[config.mk]
export PLATFORM = sky130hd
export DESIGN_NAME = fsp_flash_self_prog
export DESIGN_NICKNAME = d
export VERILOG_FILES = /design/src/rtl/fsp_pkg.sv /design/src/rtl/fsp_flash_self_prog.sv
export SDC_FILE = /design/constraint.sdc
export NUM_CORES = 1
export LEC_CHECK = 0
export BUFFER_PORTS_ARGS = -buffer_cell sky130_fd_sc_hd__buf_4
export CORE_AREA = 2 2 107 57
export CTS_CLUSTER_DIAMETER = 200
export CTS_CLUSTER_SIZE = 20
export DETAILED_ROUTE_END_ITERATION = 8
export DIE_AREA = 0 0 109 59
export PLACE_DENSITY = 0.84
export RECOVER_POWER = 50
export SYNTH_ARGS = -nofsm -noshare
export SYNTH_HDL_FRONTEND = slang
export SYNTH_SLANG_ARGS = --single-unit
[constraint.sdc]
create_clock -name clock -period 3.93 [get_ports clock]
set_input_delay 0.786 -clock clock [delete_from_list [all_inputs] [get_ports clock]]
set_output_delay 0.786 -clock clock [all_outputs]
set_load 0.05 [all_outputs]
[src/rtl/fsp_pkg.sv]
// Constants for the flash self-programming partition and sequencer
package fsp_pkg;
    // ==========================================================
    // Control and status bit positions
    localparam int GO_BIT = 0;
    localparam int ERASE_BIT = 1;
    localparam int WRITE_BIT = 2;
    localparam int REEN_BIT = 4;
    localparam int BUSY_BIT = 6;
    localparam logic [7:0] CSR_RESET = 8'h00;
    // ==========================================================
    // Small variant layout (word addresses)
    localparam logic [13:0] SML_BOOT_11 = 14'h1f80;
    localparam logic [13:0] SML_BOOT_10 = 14'h1f00;
    localparam logic [13:0] SML_BOOT_01 = 14'h1e00;
    localparam logic [13:0] SML_BOOT_00 = 14'h1c00;
    localparam logic [13:0] SML_NONCONCURRENT_REGION_START = 14'h1c00;
    localparam logic [13:0] SML_PC_MASK = 14'h1fff;
    localparam logic [7:0] SML_PAGE_MASK = 8'h7f;
    // ==========================================================
    // Middle variant layout (word addresses)
    localparam logic [13:0] MID_BOOT_11 = 14'h3f00;
    localparam logic [13:0] MID_BOOT_10 = 14'h3e00;
    localparam logic [13:0] MID_BOOT_01 = 14'h3c00;
    localparam logic [13:0] MID_BOOT_00 = 14'h3800;
    localparam logic [13:0] MID_NONCONCURRENT_REGION_START = 14'h3800;
    localparam logic [13:0] MID_PC_MASK = 14'h3fff;
    localparam logic [7:0] MID_PAGE_MASK = 8'hff;
    localparam logic [13:0] MID_BOOT_END = 14'h3fff;
    // ==========================================================
    // Field positions inside the pointer
    localparam int WORD_LSB = 1;
    localparam int PAGE_LSB = 7;
    // ==========================================================
    // Timing
    localparam int CLK_MHZ = 100;
    localparam int ARM_WINDOW_CYCLES = 4;
    localparam int PROG_TIME_US = 3700;
    localparam int PROG_CYCLES = PROG_TIME_US * CLK_MHZ;
    // ==========================================================
    // Sequencer states
    typedef enum logic [1:0] {
        ST_IDLE,
        ST_ARMED,
        ST_BUSY
    } fsp_state_type;
endpackage : fsp_pkg

[src/rtl/fsp_flash_self_prog.sv]
// Flash self-programming partition decoder and command sequencer
`timescale 1ns/1ps

module fsp_flash_self_prog #(
    parameter int PROG_CYC = fsp_pkg::PROG_CYCLES,
    parameter int CNT_W = 20
) (
    input wire logic clock,
    input wire logic srst,
    input wire logic variant_mid,
    input wire logic boot_size_sel_hi,
    input wire logic boot_size_sel_lo,
    input wire logic [15:0] z_ptr,
    input wire logic [13:0] fetch_pc,
    input wire logic csr_wr,
    input wire logic [7:0] csr_wdata,
    input wire logic spm_exec,
    input wire logic eeprom_write_busy,
    output logic [7:0] prog_mem_ctrl_status,
    output logic self_prog_go,
    output logic upper_region_busy,
    output logic [13:0] boot_start,
    output logic [13:0] app_end,
    output logic [11:0] boot_words,
    output logic [7:0] page_select_field,
    output logic [5:0] word_select_field,
    output logic byte_select,
    output logic erase_start,
    output logic write_start,
    output logic load_start,
    output logic fetch_allowed
);
    import fsp_pkg::*;
    // ==========================================================
    // Partition decode
    logic [1:0] bsel; // Fuse pattern
    logic [13:0] boot_start_d, boot_start_q, app_end_q; // Boot layout
    logic [11:0] boot_words_d, boot_words_q; // Boot size in words
    logic [13:0] pc_mask, nonconcurrent_region_start, fetch_word; // Per-variant limits
    logic [7:0] page_d, page_q; // Page select field
    logic fetch_nonconcurrent_region; // Fetch lies in protected region
    logic [5:0] word_q; // Buffer word select
    logic byte_q; // Byte select for reads
    // Is a word address inside the non-concurrent region
    function automatic logic in_nonconcurrent_region(input logic [13:0] a,
                                     input logic [13:0] lim);
        in_nonconcurrent_region = (a >= lim);
    endfunction : in_nonconcurrent_region
    // Fuse and variant decode, purely combinational
    always_comb begin
        bsel = {boot_size_sel_hi, boot_size_sel_lo};
        // Each step down the fuse pattern doubles the boot section
        unique case (bsel)
            2'h3: boot_words_d = variant_mid ? 12'h100 : 12'h080;
            2'h2: boot_words_d = variant_mid ? 12'h200 : 12'h100;
            2'h1: boot_words_d = variant_mid ? 12'h400 : 12'h200;
            2'h0: boot_words_d = variant_mid ? 12'h800 : 12'h400;
        endcase
        unique case (bsel)
            2'h3: boot_start_d = variant_mid ? MID_BOOT_11 : SML_BOOT_11;
            2'h2: boot_start_d = variant_mid ? MID_BOOT_10 : SML_BOOT_10;
            2'h1: boot_start_d = variant_mid ? MID_BOOT_01 : SML_BOOT_01;
            2'h0: boot_start_d = variant_mid ? MID_BOOT_00 : SML_BOOT_00;
        endcase
        pc_mask = variant_mid ? MID_PC_MASK : SML_PC_MASK;
        nonconcurrent_region_start = variant_mid ? MID_NONCONCURRENT_REGION_START : SML_NONCONCURRENT_REGION_START;
        // Small variant has only seven page bits
        page_d = z_ptr[PAGE_LSB +: 8]
            & (variant_mid ? MID_PAGE_MASK : SML_PAGE_MASK);
        fetch_word = fetch_pc & pc_mask;
        fetch_nonconcurrent_region = in_nonconcurrent_region(fetch_word, nonconcurrent_region_start);
    end
    // Register decoded layout and pointer fields for clean outputs
    always_ff @(posedge clock) begin
        if (srst) begin
            boot_start_q <= 14'h0000;
            app_end_q <= 14'h0000;
            boot_words_q <= 12'h000;
            page_q <= 8'h00;
            word_q <= 6'h00;
            byte_q <= 1'b0;
        end else begin
            boot_start_q <= boot_start_d;
            app_end_q <= boot_start_d - 14'h0001;
            boot_words_q <= boot_words_d;
            page_q <= page_d;
            word_q <= z_ptr[WORD_LSB +: 6];
            byte_q <= z_ptr[0];
        end
    end
    // ==========================================================
    // Command sequencer
    fsp_state_type state_q, state_d;
    logic [1:0] arm_cnt_q, arm_cnt_d;     // Cycles spent armed
    logic [2:0] cmd_q, cmd_d;             // Erase, write, re-enable
    logic [CNT_W-1:0] prog_cnt_q, prog_cnt_d; // Programming timer
    logic ubusy_q, ubusy_d;               // Readable region blocked
    logic ers_q, ers_d, wrt_q, wrt_d, ld_q, ld_d;
    logic page_rww;                       // Target page is readable
    logic [13:0] page_word;
    // Next-state logic; an eeprom write blocks arming entirely
    always_comb begin
        state_d = state_q;
        arm_cnt_d = arm_cnt_q;
        cmd_d = cmd_q;
        prog_cnt_d = prog_cnt_q;
        ubusy_d = ubusy_q;
        ers_d = 1'b0;
        wrt_d = 1'b0;
        ld_d = 1'b0;
        // Page field already masked to seven bits in the small variant
        page_word = {page_d, 6'h00};
        page_rww = !in_nonconcurrent_region(page_word, nonconcurrent_region_start);
        unique case (state_q)
            ST_IDLE: begin
                if (csr_wr && csr_wdata[GO_BIT] && !eeprom_write_busy) begin
                    state_d = ST_ARMED;
                    arm_cnt_d = 2'h0;
                    cmd_d = {csr_wdata[REEN_BIT], csr_wdata[WRITE_BIT],
                             csr_wdata[ERASE_BIT]};
                end
            end
            ST_ARMED: begin
                if (spm_exec) begin
                    if (cmd_q[0] || cmd_q[1]) begin
                        // Page operation runs for the full timer
                        state_d = ST_BUSY;
                        prog_cnt_d = CNT_W'(PROG_CYC - 1);
                        ers_d = cmd_q[0];
                        wrt_d = cmd_q[1] && !cmd_q[0];
                        if (page_rww) begin
                            ubusy_d = 1'b1;
                        end
                    end else if (cmd_q[2]) begin
                        // Re-enable only reached once idle again
                        state_d = ST_IDLE;
                        ubusy_d = 1'b0;
                        cmd_d = 3'h0;
                    end else begin
                        // Plain go loads one buffer word
                        state_d = ST_IDLE;
                        ld_d = 1'b1;
                        ubusy_d = 1'b0;
                    end
                end else if (arm_cnt_q == 2'(ARM_WINDOW_CYCLES - 1)) begin
                    // Nothing followed: command bits drop away
                    state_d = ST_IDLE;
                    cmd_d = 3'h0;
                end else begin
                    arm_cnt_d = arm_cnt_q + 2'h1;
                end
            end
            ST_BUSY: begin
                if (prog_cnt_q == '0) begin
                    state_d = ST_IDLE;
                    cmd_d = 3'h0;
                end else begin
                    prog_cnt_d = prog_cnt_q - CNT_W'(1);
                end
            end
            // Unused state code falls back to idle
            default: state_d = ST_IDLE;
        endcase
    end
    // Sequencer registers
    always_ff @(posedge clock) begin
        if (srst) begin
            state_q <= ST_IDLE;
            arm_cnt_q <= 2'h0;
            cmd_q <= 3'h0;
            prog_cnt_q <= '0;
            ubusy_q <= 1'b0;
            ers_q <= 1'b0;
            wrt_q <= 1'b0;
            ld_q <= 1'b0;
        end else begin
            state_q <= state_d;
            arm_cnt_q <= arm_cnt_d;
            cmd_q <= cmd_d;
            prog_cnt_q <= prog_cnt_d;
            ubusy_q <= ubusy_d;
            ers_q <= ers_d;
            wrt_q <= wrt_d;
            ld_q <= ld_d;
        end
    end
    // ==========================================================
    // Outputs
    assign self_prog_go = (state_q != ST_IDLE);
    assign upper_region_busy = ubusy_q;
    assign prog_mem_ctrl_status = CSR_RESET
        | ({7'h00, self_prog_go} << GO_BIT)
        | ({7'h00, cmd_q[0]} << ERASE_BIT)
        | ({7'h00, cmd_q[1]} << WRITE_BIT)
        | ({7'h00, cmd_q[2]} << REEN_BIT)
        | ({7'h00, ubusy_q} << BUSY_BIT);
    assign boot_start = boot_start_q;
    assign app_end = app_end_q;
    assign boot_words = boot_words_q;
    assign page_select_field = page_q;
    assign word_select_field = word_q;
    assign byte_select = byte_q;
    assign erase_start = ers_q;
    assign write_start = wrt_q;
    assign load_start = ld_q;
    // Blocked region stalls fetch; protected region never does
    assign fetch_allowed = fetch_nonconcurrent_region
        || (!ubusy_q && state_q != ST_BUSY);
endmodule : fsp_flash_self_prog

==> metrics.txt <==
status complete, but fails checks; violated checks max-capacitance violations, max-slew violations; final setup fails 0; Worst EP arrival 3350 ps; row count 19; Place WS 840 ps; die area 0.00643 mm^2; GRT Residual Overflow 0; min-delay worst type reg2reg; worst reg-to-reg path cell count 5; setup_tns 0 ps; Initial Utilization 51.1%; Final Cycle Share 80.0%; Core Region 0.00540 mm^2; ys async rst share 0%; Logic pwr share 26.9%; Reg-to-Reg End prog_cnt_q[11]; # fillers 430; global router's overall resource usage 20.9%; synth warn 0; total clock sinks 61; switching pwr 572 uW; Worst setup EP type register; Final Hold Vio Count 0; Die Y 59 um; fraction of layout cells with a size suffix above 1 23.9%; R2R Path Start prog_cnt_q[11]; Root Buffer clkbuf_8; biggest area consumer among synthesized cells dfxtp_1; PortBufs 92; via count 2420; Max-Cap Viols 1; Primary FF master, synth dfxtp_1; clock share of power 32.2%; sequential share of the synthesized area 44.3%; detailed placer's ending HPWL 4650 um; worst hold path cell count 2; largest net degree at the start of global routing 45; postcts setup bufs 0; io pins 115; CTS max path bufs 2; WP data required 4140 ps; Post-CTS Hold Buffers 0; clock transition at the registers of the reported paths 60 ps; synth top area cells dfxtp_1 44%, buf_4 8.2%, nor2_1 4.4%; area share of the largest cell type after synthesis 44.3%; post-CTS sizing 0; Distinct cells, synth 43; placer congestion estimate 0.879; final WL 6440 um; PwrDens 486 mW/mm^2; CTS buffer count 9; Cell Area, Synth 0.00276 mm^2; Clock Skews 5.22 ps; Syn Inst Count 303; Die X 109 um; antenna violations before repair 0; WHS Endpoint cmd_q[2]; htree depth 3; Layout area overhead 25.0%; clock latency on the worst-skew pair 340 ps; Slew Limit Headroom -24.2%; hold wc startpoint cmd_q[2]; vias in the first global route 2217; # DRC 0; 1st-pass router iterations 4; startpoint types input port; Avg WL per Cell 13.9 um; worst setup margin 787 ps; RSZ-0062 raised after global routing no; min Tclk post-route 3140 ps; Pleak 1.51 nW; Switching Share 34.1%; 1st-iter DRT viols 128; remaining antenna violation count 0; Post-synth EDFFs 0; reg-to-reg slack, setup 1540 ps; sequential cell area 0.00122 mm^2; CP Max Fanout 44; top post-synthesis cells by count 61 x dfxtp_1, 32 x nor2_1, 30 x buf_4; global-route wire length before repair 10200 um; synthesized area per cell 9.10 um^2; Avg Vias per Cell 5.24; nets 439; Internal Pwr Total 1.10 mW; Tightest Pin Transition 1860 ps; worst vdd ir 0.255 mV; critical path class in2reg; Slew Limit Fails 45; power share of the sequential group 40.9%; Max Clk Rate 318 MHz; antenna cells 0; CTS tree built; most frequent cell after synthesis dfxtp_1; area of the multi-input gates 0.00129 mm^2; Seq cells post-synth 61
[flip-flops by register name, summed over array words and instances, names as in the netlist]
signal and count:
prog_cnt_q 20, page_select_field 8, app_end 7, word_select_field 6, boot_start 4, boot_words 4
cmd_q 3, arm_cnt_q 2, state_q 2, byte_select 1, erase_start 1, load_start 1
upper_region_busy 1, write_start 1
[area by class of cell]
type / instances / share of cell area [%]
clock inverter: 4 / 1.38
clock buffer: 12 / 4.21
timing repair buffer: 92 / 17.5
inverter: 13 / 1.42
sequential: 61 / 35.4
multi-input combinational: 207 / 37.4
tap: 73 / 2.65
[worst max-delay path, stage by stage]
cell,delay [ps]
clkbuf_1,1320
clkinv_1,630
nand2_1,510
nor2_1,110
[how the worst max path moves through the flow]
stage,end,slack (ps),depth (start not counted),startpoint
6_report,prog_cnt_q[14],790,4,srst
5_1_grt,prog_cnt_q[14],510,4,srst
4_1_cts,fetch_allowed,840,9,variant_mid
3_5_place_dp,fetch_allowed,840,9,variant_mid
3_3_place_gp,fetch_allowed,880,9,variant_mid
2_1_floorplan,fetch_allowed,870,7,variant_mid
[per-layer routing]
layer,GRT usage [%],wire [um]
met1,23.7,2530
met2,35.8,3160
met3,6.81,620
met4,11.0,131
met5,0,0
[cells in the final DEF (no fill, tap or decap), types with 3 or more instances in the layout]
cell type,synthesis,layout
a21oi_1,16,16
a31oi_1,3,3
and2_1,3,3
buf_4,30,69
clkbuf_1,6,25
clkbuf_8,0,10
conb_1,1,17
dfxtp_1,61,61
ha_1,9,9
inv_1,12,12
mux2i_1,7,7
nand2_1,16,16
nand2b_1,5,5
nor2_1,32,32
nor2b_1,16,16
nor3_1,8,8
nor3_2,3,3
nor4_1,6,6
o2111ai_1,5,5
o211ai_1,7,7
o21ai_0,7,7
o31ai_1,3,3
or2_2,3,3
or3_1,7,7
xor2_1,11,11
[through the flow]
| step | cell area [um^2] | power (mW) | instances | util (%) | hold WS, ps |
|---|---|---|---|---|---|
| 3_3_place_gp | 3340 | 1.14 | 446 | 61.9 | 463 |
| 2_1_floorplan | 2820 | 1.05 | 319 | - | 452 |
| 3_5_place_dp | 3340 | 1.15 | 446 | 61.9 | 478 |
| 4_1_cts | 3530 | 1.70 | 462 | 65.5 | 488 |
| 6_report | 3450 | 1.68 | 462 | 63.9 | 493 |
| 5_1_grt | 3450 | 1.75 | 462 | 63.9 | 524 |
[cells by family (layout without fill, tap and decap cells)]
kind of cell,after synthesis,count (layout),share of synthesized area [%]
fa+ha+maj,9,9,4.08
other cells,1,17,0.136
compound gates,50,50,12.2
simple gates,112,112,21.7
xor+xnor,11,11,3.49
buf+inv,51,121,11.1
mux,8,8,2.95
flops,61,61,44.3
[power groups by stage]
stage / Sequential [mW] / Clock (mW) / Combinational [mW]
2_1_floorplan: 0.773 / 0 / 0.279
3_3_place_gp: 0.695 / 0 / 0.447
3_5_place_dp: 0.698 / 0 / 0.456
4_1_cts: 0.685 / 0.552 / 0.459
5_1_grt: 0.690 / 0.582 / 0.482
6_report: 0.685 / 0.540 / 0.450
Power figures use the tool's default switching activity.
